--- src/design/rsl_defs.vh ---
// Constants for the synthesiser divider and lock detect block
`ifndef RSL_DEFS_VH
`define RSL_DEFS_VH
`define RSL_ADDR_DATA 8'hB2
`define RSL_ADDR_CTRL 8'hB3
`define RSL_ADDR_STAT 8'hB4
`define RSL_N_W 20
`define RSL_R_W 13
`define RSL_CTRL_SEL0 0
`define RSL_CTRL_EN0 1
`define RSL_CTRL_TOL0 2
`define RSL_CTRL_GAIN0 3
`define RSL_CTRL_SEL1 8
`define RSL_CTRL_EN1 9
`define RSL_CTRL_TOL1 10
`define RSL_CTRL_GAIN1 11
`define RSL_CTRL_RESET 16'h0000
`define RSL_STAT_LOCK0 0
`define RSL_STAT_LOCK1 1
`define RSL_STAT_LOST0 4
`define RSL_STAT_LOST1 5
`define RSL_TOL_NARROW 3'h1
`define RSL_TOL_WIDE 3'h4
`define RSL_WORDS_PER_LOAD 2'h3
`endif

--- src/design/rsl_synth.v ---
// Two integer-N synthesiser dividers with register sets, phase detect and lock detect
// Function
// RULE_01: Each synthesiser stores two independent N/R sets; either may drive dividers.
// RULE_02: One control write swaps a synthesiser between its stored sets.
// RULE_03: Feedback counter is 20 bits, reference counter 13 bits, per synthesiser.
// RULE_04: Reference divided by R, VCO divided by N, compared in phase.
// RULE_05: Four data writes program one synthesiser; partial values act meanwhile.
// RULE_06: Host rewrites a set only when idle or on alternate; no interlock.
// RULE_07: Control register select fields pick the active set per synthesiser.
// RULE_08: Gain bits 3 and 11 pick high or low pump current.
// RULE_09: Host picks R for a 2.5kHz to 200kHz comparison step.
// RULE_10: Both synthesisers run from the shared baseband reference clock.
// RULE_11: Lock bits readable in status register and raise masked interrupt.
// RULE_12: Locked to out-of-lock transition is flagged as an interrupt event.
// RULE_13: Lock tolerance is one or four undivided reference clock periods.
// RULE_14: Three-deep measurement history, lock reported by majority vote.
// RULE_15: Lock needs two consecutive good measurements; phase lock only. Code locks on any two good of the last three.
// RULE_16: Lost-lock flag holds until status read; interrupt holds while unmasked flag.
`timescale 1ns/10ps
`default_nettype none
`include "rsl_defs.vh"
module rsl_synth #(
   parameter N_W = `RSL_N_W,
   parameter R_W = `RSL_R_W
) (
   input wire core_clk,
   input wire resetn,
   input wire wr_en,
   input wire rd_en,
   input wire [7:0] addr,
   input wire [15:0] wr_data,
   output reg [7:0] rd_data,
   input wire [1:0] lost_mask,
   output reg irq,
   input wire [1:0] vco_in,
   output reg [1:0] pump_up,
   output reg [1:0] pump_down,
   output reg [1:0] pump_gain_high,
   output reg [1:0] pump_enable
);
   // Core clock is the shared synth reference clock [RULE_10]
   // Release is synchronised so that no flop leaves reset on a different edge
   reg rst_s1_reg, rst_s2_reg;
   always @(posedge core_clk or negedge resetn) begin
      if (!resetn) begin
         rst_s1_reg <= 1'b0;
         rst_s2_reg <= 1'b0;
      end else begin
         rst_s1_reg <= 1'b1;
         rst_s2_reg <= rst_s1_reg;
      end
   end
   wire rst_n = rst_s2_reg;

   // Data port word: [15] synth, [14] set, [13:12] word index, [11:0] payload.
   // Word 0: N[11:0]; word 1: N[19:12] in [7:0]; word 2: R[11:0]; word 3: R[12] in [0].
   // Control word: bit 0/8 set select, 1/9 enable, 2/10 wide tolerance, 3/11 pump gain.
   reg [15:0] ctrl_reg;
   reg [N_W-1:0] n_set_reg [0:3];
   reg [R_W-1:0] r_set_reg [0:3];
   wire [1:0] wsel = wr_data[15:14];
   wire [1:0] widx = wr_data[13:12];
   integer k;
   always @(posedge core_clk or negedge rst_n) begin
      if (!rst_n) begin
         ctrl_reg <= `RSL_CTRL_RESET;
         for (k = 0; k < 4; k = k + 1) begin
            n_set_reg[k] <= {N_W{1'b0}};
            r_set_reg[k] <= {R_W{1'b0}};
         end
      end else if (wr_en) begin
         if (addr == `RSL_ADDR_CTRL) begin
            ctrl_reg <= wr_data; // [RULE_02] [RULE_07]
         end
         if (addr == `RSL_ADDR_DATA) begin
            // No interlock: a write to the active set takes hold at once
            // Each word lands immediately, so partial values act until word 3 [RULE_05] [RULE_06]
            case (widx)
               2'h0: n_set_reg[wsel][11:0] <= wr_data[11:0];
               2'h1: n_set_reg[wsel][N_W-1:12] <= wr_data[N_W-13:0];
               2'h2: r_set_reg[wsel][11:0] <= wr_data[11:0];
               default: r_set_reg[wsel][R_W-1:12] <= wr_data[R_W-13:0];
            endcase
         end
      end
   end

   // Vco inputs are asynchronous; two flops then edge detect
   // Reset level matches the idle level 0, so no false feedback edge follows reset
   reg [1:0] vco_s1_reg, vco_s2_reg, vco_s3_reg;
   always @(posedge core_clk or negedge rst_n) begin
      if (!rst_n) begin
         vco_s1_reg <= 2'h0;
         vco_s2_reg <= 2'h0;
         vco_s3_reg <= 2'h0;
      end else begin
         vco_s1_reg <= vco_in;
         vco_s2_reg <= vco_s1_reg;
         vco_s3_reg <= vco_s2_reg;
      end
   end
   wire [1:0] vco_rise = vco_s2_reg & ~vco_s3_reg;

   wire [1:0] lock_vote;
   wire [1:0] lost_event;
   genvar g;
   generate
      for (g = 0; g < 2; g = g + 1) begin : ch
         wire sel = ctrl_reg[8*g + `RSL_CTRL_SEL0]; // [RULE_01] [RULE_07]
         wire en = ctrl_reg[8*g + `RSL_CTRL_EN0];
         // Wide tolerance suits a fast reference, where a period of skew is normal [RULE_13]
         wire [2:0] tol = ctrl_reg[8*g + `RSL_CTRL_TOL0] ? `RSL_TOL_WIDE : `RSL_TOL_NARROW;
         localparam [1:0] SET_BASE = 2 * g;
         wire [1:0] set_idx = SET_BASE | {1'b0, sel};
         wire [N_W-1:0] n_val = n_set_reg[set_idx];
         wire [R_W-1:0] r_val = r_set_reg[set_idx];
         reg [N_W-1:0] n_cnt_reg; // [RULE_03]
         reg [R_W-1:0] r_cnt_reg; // [RULE_03]
         reg ref_pend_reg, vco_pend_reg;
         reg [2:0] skew_reg;
         reg [2:0] hist_reg;
         reg vote_reg;
         // Terminal count compares count plus one, so values 0 and 1 both divide by one
         wire r_tc = (r_cnt_reg + 1'b1 >= r_val);
         wire n_tc = vco_rise[g] && (n_cnt_reg + 1'b1 >= n_val);
         wire both = (ref_pend_reg | r_tc) & (vco_pend_reg | n_tc);
         wire meas_done = en & both;
         // Good when both edges land together or the lagging one is within tolerance
         wire in_tol = (ref_pend_reg == vco_pend_reg) ? 1'b1 : (skew_reg < tol);
         wire [2:0] hist_next = {hist_reg[1:0], in_tol};
         // Majority of three; needs two good ones so a single hit never locks [RULE_14] [RULE_15]
         wire vote_next = (hist_next[0] & hist_next[1]) | (hist_next[0] & hist_next[2]) |
            (hist_next[1] & hist_next[2]);
         always @(posedge core_clk or negedge rst_n) begin
            if (!rst_n) begin
               n_cnt_reg <= {N_W{1'b0}};
               r_cnt_reg <= {R_W{1'b0}};
               ref_pend_reg <= 1'b0;
               vco_pend_reg <= 1'b0;
               skew_reg <= 3'h0;
               hist_reg <= 3'h0;
               vote_reg <= 1'b0;
            end else if (!en) begin
               // Disable clears the history, so a re-enabled loop must earn lock again
               n_cnt_reg <= {N_W{1'b0}};
               r_cnt_reg <= {R_W{1'b0}};
               ref_pend_reg <= 1'b0;
               vco_pend_reg <= 1'b0;
               skew_reg <= 3'h0;
               hist_reg <= 3'h0;
               vote_reg <= 1'b0;
            end else begin
               // Reference divided by R, VCO divided by N [RULE_04]
               r_cnt_reg <= r_tc ? {R_W{1'b0}} : r_cnt_reg + 1'b1;
               if (vco_rise[g]) begin
                  n_cnt_reg <= n_tc ? {N_W{1'b0}} : n_cnt_reg + 1'b1;
               end
               if (meas_done) begin
                  ref_pend_reg <= 1'b0;
                  vco_pend_reg <= 1'b0;
                  skew_reg <= 3'h0;
                  hist_reg <= hist_next; // [RULE_14]
                  vote_reg <= vote_next;
               end else begin
                  ref_pend_reg <= ref_pend_reg | r_tc;
                  vco_pend_reg <= vco_pend_reg | n_tc;
                  // Skew counted in undivided reference periods, saturating [RULE_13]
                  // Saturation keeps a wide skew from wrapping back into tolerance
                  if ((ref_pend_reg | vco_pend_reg) && skew_reg != 3'h7) begin
                     skew_reg <= skew_reg + 1'b1;
                  end
               end
            end
         end
         assign lock_vote[g] = vote_reg; // [RULE_11]
         assign lost_event[g] = vote_reg & ~vote_next & meas_done; // [RULE_12]
         // The leading edge drives its pump until the lagging edge arrives
         always @(posedge core_clk or negedge rst_n) begin
            if (!rst_n) begin
               pump_up[g] <= 1'b0;
               pump_down[g] <= 1'b0;
               pump_gain_high[g] <= 1'b0;
               pump_enable[g] <= 1'b0;
            end else begin
               pump_up[g] <= en & ref_pend_reg & ~vco_pend_reg;
               pump_down[g] <= en & vco_pend_reg & ~ref_pend_reg;
               pump_gain_high[g] <= ctrl_reg[8*g + `RSL_CTRL_GAIN0]; // [RULE_08]
               pump_enable[g] <= en;
            end
         end
      end
   endgenerate

   // Lost flags: set wins over read-clear [RULE_16]
   // A flag set in the cycle of its read stays set and shows on the next read
   reg [1:0] lost_reg;
   wire stat_rd = rd_en && (addr == `RSL_ADDR_STAT);
   wire [1:0] lost_next = (stat_rd ? 2'h0 : lost_reg) | lost_event;
   always @(posedge core_clk or negedge rst_n) begin
      if (!rst_n) begin
         lost_reg <= 2'h0;
      end else begin
         lost_reg <= lost_next; // [RULE_12] [RULE_16]
      end
   end

   // Read data holds between strobes so a slow host can take it late
   always @(posedge core_clk or negedge rst_n) begin
      if (!rst_n) begin
         rd_data <= 8'h00;
      end else if (rd_en) begin
         if (addr == `RSL_ADDR_STAT) begin
            rd_data <= {2'h0, lost_reg, 2'h0, lock_vote}; // [RULE_11]
         end else begin
            rd_data <= 8'h00;
         end
      end
   end

   // Irq follows the flags as they land; a mask change shows one cycle later
   always @(posedge core_clk or negedge rst_n) begin
      if (!rst_n) begin
         irq <= 1'b0;
      end else begin
         irq <= |(lost_next & ~lost_mask); // [RULE_11] [RULE_16]
      end
   end
endmodule // rsl_synth
`default_nettype wire

--- config.mk ---
export PLATFORM = sky130hd
export DESIGN_NAME = rsl_synth
export DESIGN_NICKNAME = d
export VERILOG_FILES = /design/src/design/rsl_synth.v
export VERILOG_INCLUDE_DIRS = /design/src /design/src/design
export SDC_FILE = /design/constraint.sdc
export NUM_CORES = 1
export LEC_CHECK = 0
export BUFFER_PORTS_ARGS = -buffer_cell sky130_fd_sc_hd__buf_2
export CAP_MARGIN = 20
export CORE_MARGIN = 2
export CORE_UTILIZATION = 67
export CTS_CLUSTER_DIAMETER = 50
export CTS_CLUSTER_SIZE = 25
export DETAILED_ROUTE_END_ITERATION = 8
export GPL_ROUTABILITY_DRIVEN = 0
export PLACE_DENSITY = 0.85
export RECOVER_POWER = 25
export REMOVE_ABC_BUFFERS = 1
export SYNTH_ARGS = -nofsm -noshare
export SYNTH_HDL_FRONTEND = slang
export SYNTH_SLANG_ARGS = --single-unit
--- constraint.sdc ---
create_clock -name core_clk -period 11.2 [get_ports core_clk]
set_input_delay 2.24 -clock core_clk [delete_from_list [all_inputs] [get_ports core_clk]]
set_output_delay 2.24 -clock core_clk [all_outputs]
set_load 0.01 [all_outputs]
# [After elaboration in Yosys (flattened, before gate mapping)]
# Cells that the tools add are included.
[classes] addsub=6 order_cmp=10 n_eq_ne=15 muxes=64 n_bitwise=47 reduce_logical=13
[op_table] operator="2-to-1 mux 20 bit" n=11
[op_table] operator="bitwise mux 80 bit" n=2
[op_table] operator="case mux 80 bit (2 select lines)" n=1
[op_table] operator="2-to-1 mux 13 bit" n=9
[op_table] operator="bitwise mux 52 bit" n=2
[op_table] operator="case mux 52 bit (2 select lines)" n=1
[op_table] operator="binary-select mux 20 bit (select 2 bit)" n=2
[op_table] operator="demux 20 bit (select 2 bit)" n=2
[op_table] operator="binary-select mux 13 bit (select 2 bit)" n=2
[op_table] operator="demux 13 bit (select 2 bit)" n=2
[op_table] operator="adder 20 x 1 -> 20 bit, second input constant" n=2
[op_table] operator=">= comparator 20 bit" n=2
[op_table] operator="adder 13 x 1 -> 13 bit, second input constant" n=2
[op_table] operator=">= comparator 13 bit" n=2
[op_table] operator="equality test 8 bit, second input constant" n=3
[op_table] operator="2-to-1 mux 12 bit" n=2
[op_table] operator="2-to-1 mux 3 bit" n=8
[op_table] operator="bitwise AND 1 bit" n=22
[op_table] operator="2-to-1 mux 1 bit" n=14
[op_table] operator="2-to-1 mux 2 bit" n=5
[op_table] operator="OR 1 bit" n=10
[op_table] operator=">= comparator 3 bit, second input constant" n=3
[op_table] operator="inequality test 2 x 1 -> 1 bit, second input constant" n=4
[op_table] operator="inverter 1 bit" n=7
[op_table] operator="other kinds (20)" n=35
[totals] reg_bits=253 input_bits=32 output_inout_bits=17 wordCells=194

# [Depth between registers and ports, before layout]
[logic_depth] depth_word=13 ltp_mapped=18 ltp_nobuf=15

# [Worst setup path before layout]
# Ideal clock, no wire load.
[synth_timing] path_kind="input-to-reg" start="input addr[6]" end="register n_set_reg[62] in the netlist's numbering" t_arrival_ps=3714 path_slack_ps=7361 stages=8 cell_sequence="nand4b_1 > nor2_1 > and2_1 > and2b_1 > nand2b_1 > or3_1 > buf_6 > mux2_2"
[synth_via] elab_chain_cells=2
[synth_rtl] element="start: declaration" line="rsl_synth.v:30" source="input wire [7:0] addr,"
[synth_rtl] element="equality test 8 bit (no line)"
[synth_rtl] element="AND reduction 3 bit (no line)"
[synth_rtl] element="end signal: indexed assignment" line="rsl_synth.v:68" source="n_set_reg[k] <= {N_W{1'b0}};"
[synth_rtl] element="end signal: indexed assignment" line="rsl_synth.v:79" source="2'h0: n_set_reg[wsel][11:0] <= wr_data[11:0];"
[synth_rtl] element="end signal: indexed assignment" line="rsl_synth.v:80" source="2'h1: n_set_reg[wsel][N_W-1:12] <= wr_data[N_W-13:0];"
[synth_rtl] element="end: declaration" line="rsl_synth.v:59" source="reg [N_W-1:0] n_set_reg [0:3];"
# Every way passes these cells.
# A chain may end at the register's enable or synchronous reset.

==> results summary <==
The met3 layer usage reported by global route came out at 3.67%. IR analysis of the VDD net gives a maximum drop of 131 µV. The final number of hold-violating endpoints came to 0.

The non-filler instance count after layout is 1,393. The critical path goes through clkbuf_2. The kind of end point of the critical path is an async pin. The maximum fanout encountered on the critical timing path is 169. The worst hold path startpoint is rst_s1_reg. The initial antenna violation count is 3.

The wire length per cell came out at between 15 and 20 µm. The proportion of synthesized flip-flops having asynchronous set or reset is 100%. The number of warnings printed during yosys synthesis is 0. The path type of the worst setup path is flip-flop to async pin. The critical path's largest stage delay came out at 3020 ps. The site row count came out at 50. The cell count after placement came out at 1,348. The total area inside the core boundary comes to 18,600 µm². Using the TritonRoute via totals, the vias-per-cell ratio works out to 6.13.

The aggregate negative setup slack is 0 ps. The hold buffer count at CTS is 0. The checks that failed: max-capacitance violations, max-slew violations. The share of the synthesized area in the top cell type came out at 48.6%. For this design the static power due to leakage is 6.76 nW.

The net total in the final layout is 1,251. The number of clock buffers added by TritonCTS is 24. The data required time at the worst endpoint came out at roughly 11,000 ps. Yosys mapped the design onto 60 distinct sky130hd cell types. CTS built an H-tree with a depth of 1. Counting cells, the worst reg-to-reg path comes to 1. Summed over all layers, the routed wires come to around 26,000 µm.

Buffers added to address setup during post-CTS repair amount to 0. Input and output buffers added on the ports amount to 44. The buffering stage count on the worst path with inverters included came out at 1. The aggregate global-route resource usage came out at 26.7%. The width of the die came out at 141 µm. Data arrives at the worst endpoint at 6090 ps. On the critical path the largest part of the delay comes from buffers and inverters. The routing usage on met2 is 45.6%. The post-route minimum period is 6390 ps. The cell type contributing the most total cell area after synthesis is dfrtp_1.

The worst hold path was traced through 0 stages. CTS placed an instance of clkbuf_16 at the clock tree root. The number of detailed-routing iterations run before antenna repair is 4. The final clock period utilization by the worst path came out at 57.1%. The number of placed I/O pins came out at just under 50. The slowest stage of the critical path belongs to the cell clkbuf_2. In the post-synthesis netlist, the biggest area contributors are dfrtp_1 49%, mux2_2 13%, ha_1 7.7%.

The reg-to-reg setup timing slack came out at 4810 ps. The power density relative to cell area came out at approximately 130 nW/µm². Setup repair after global routing left no endpoint under its margin. CTS saw 245 sinks.

The effective utilization at floorplan is 67.9%. The clock transition at the registers of the reported paths is 60 ps. The commonest non-fill, non-tap cell in the layout is dfrtp_1. Relative to the synthesized area, the layout overhead comes to 9.16%. The die area came out at 19,900 µm². At the end of the flow the core is filled with cells to roughly three quarters.

The register with the most flip-flops in the layout has 80 of them. In this run, the number of DRC markers left after iteration 0 of detailed routing was roughly 500. The share of layout cells above drive strength 1 is 21.6%.

The path with the worst hold slack has its endpoint at rst_n. The total of max-cap violations is 2. The post-synthesis instance area came out at 12,600 µm². The max-slew headroom at the worst pin came out at -169%. The clock arrives with approximately 18 ps of skew. The CTS tree is done.

The worst setup path is launched from a flip-flop. The prevailing post-synth register cell is dfrtp_1. Clock latency on the worst-skew pair, taken at its later pin, is 530 ps. The worst register-to-register path ends at n_set_reg[16].

The maximum number of pins on one net before global-route repair is 170. Each instance of the synthesized netlist takes up on average 11.4 µm². The first global-routing pass estimated ~43,000 µm of wire. The synthesized design contains 0 enable-type register cells. The highest achievable clock rate came out at roughly 160 MHz. The run finished, with violations left.

The synthesized instance count is 1,107. The number of global-route vias before repair came out at 8,613. In this run the remaining antenna-violating nets after routing total 0.

The final count of pins violating max slew came out at 246. The maximum clock insertion buffer count is 3. In this run the critical register-to-register path is launched from rst_n. The wire-length estimate of the detail-placed layout is roughly 17,000 µm. The global routing's busiest layer is met2. For this run, the register share of the synthesized area comes to between 40% and 50%. The total overflow reported by the global router came out at 0. The transition at the pin with the smallest max-transition slack came out at 4030 ps. In this run the vertical extent of the chip is ~140 µm. The overall via count from detail_route came out at 8,541. The top cell types in the final layout, fill and taps aside, are 245 x dfrtp_1, 145 x mux2_2, 88 x nand2_1, 78 x ha_1, 65 x mux2i_1.

Global routing used 36.4% of the available met1 tracks. The flip-flop and latch count after synthesis came out at 245. The final count of negative-setup-slack endpoints came out at 0. The min-delay analysis places its worst path in the category flip-flop to flip-flop. Post-CTS repair changed the size of 0 cells. The remaining design rule violation count is 0.
area by class of cell:
| cell class | instances | area [µm²] |
|---|---|---|
| timing repair buffer | 51 | 265 |
| tap | 234 | 293 |
| multi-input combinational | 792 | 6180 |
| sequential | 245 | 6130 |
| clock inverter | 15 | 169 |
| inverter | 27 | 101 |
| antenna | 2 | 5.00 |
| clock buffer | 27 | 622 |
| fill | 1249 | 4810 |
cell families (layout without fill, tap and decap cells):
group           count (synthesis)  count (layout)  synth area share, %
fa+ha+maj                      80              80                 7.90
buf+inv                        73             120                 2.47
other cells                     2               7               0.0595
mux                           210             210                 18.1
xor+xnor                       60              60                 4.17
flops                         245             245                 48.6
simple gates                  303             303                 12.1
compound gates                134             134                 6.63
power breakdown:
part           internal (W)  switching (W)
Clock              0.000438       0.000368
Combinational     0.0000204      0.0000464
Sequential         0.000891      0.0000101
how the worst max path moves through the flow:
stage	cells after the start	end	start	slack [ps]
final	1	n_set_reg[16]	rst_n	4810
after global routing	1	pump_down[0]	rst_n	3610
after CTS	14	ch[1].n_cnt_reg[5]	ch[1].n_cnt_reg[0]	6880
after detailed placement	8	n_set_reg[46]	addr[6]	6730
after global placement	8	n_set_reg[42]	addr[6]	6770
after floorplan	0	ch[0].hist_reg[0]	rst_n	3870
cells in the mapped netlist (all sizes together), types with 3 or more instances:
master	n
or3	3
clkbuf	28
o22ai	4
a211oi	4
and3	27
nand3	42
xnor2	38
nand4	12
o2111ai	3
o31ai	3
mux2i	65
ha	78
nor3	11
nand2b	20
dfrtp	245
mux2	145
nor3b	4
xor2	22
buf	18
inv	27
a31oi	14
a21o	7
and2	6
nor2b	21
nand2	88
a22o	7
o21ai	39
nor2	57
a21oi	40
o211ai	3
routing by layer:
layer,share of wire (%),up-vias
met1,44,4310
met3,4.6,50
met2,49,195
met5,0,-
li1,-,3986
met4,2.2,0
stage by stage:
stage	cell area (µm²)	hold slack [ps]	worst slack [ps]	total power (W)
after floorplan	12400	331	3870	0.000954
after global placement	13000	334	6770	0.000984
after detailed placement	13000	341	6730	0.000986
after CTS	13800	352	6880	0.00179
after global routing	13800	349	3610	0.00183
final	13800	348	4810	0.00177
(Power assumes the default switching activity.)
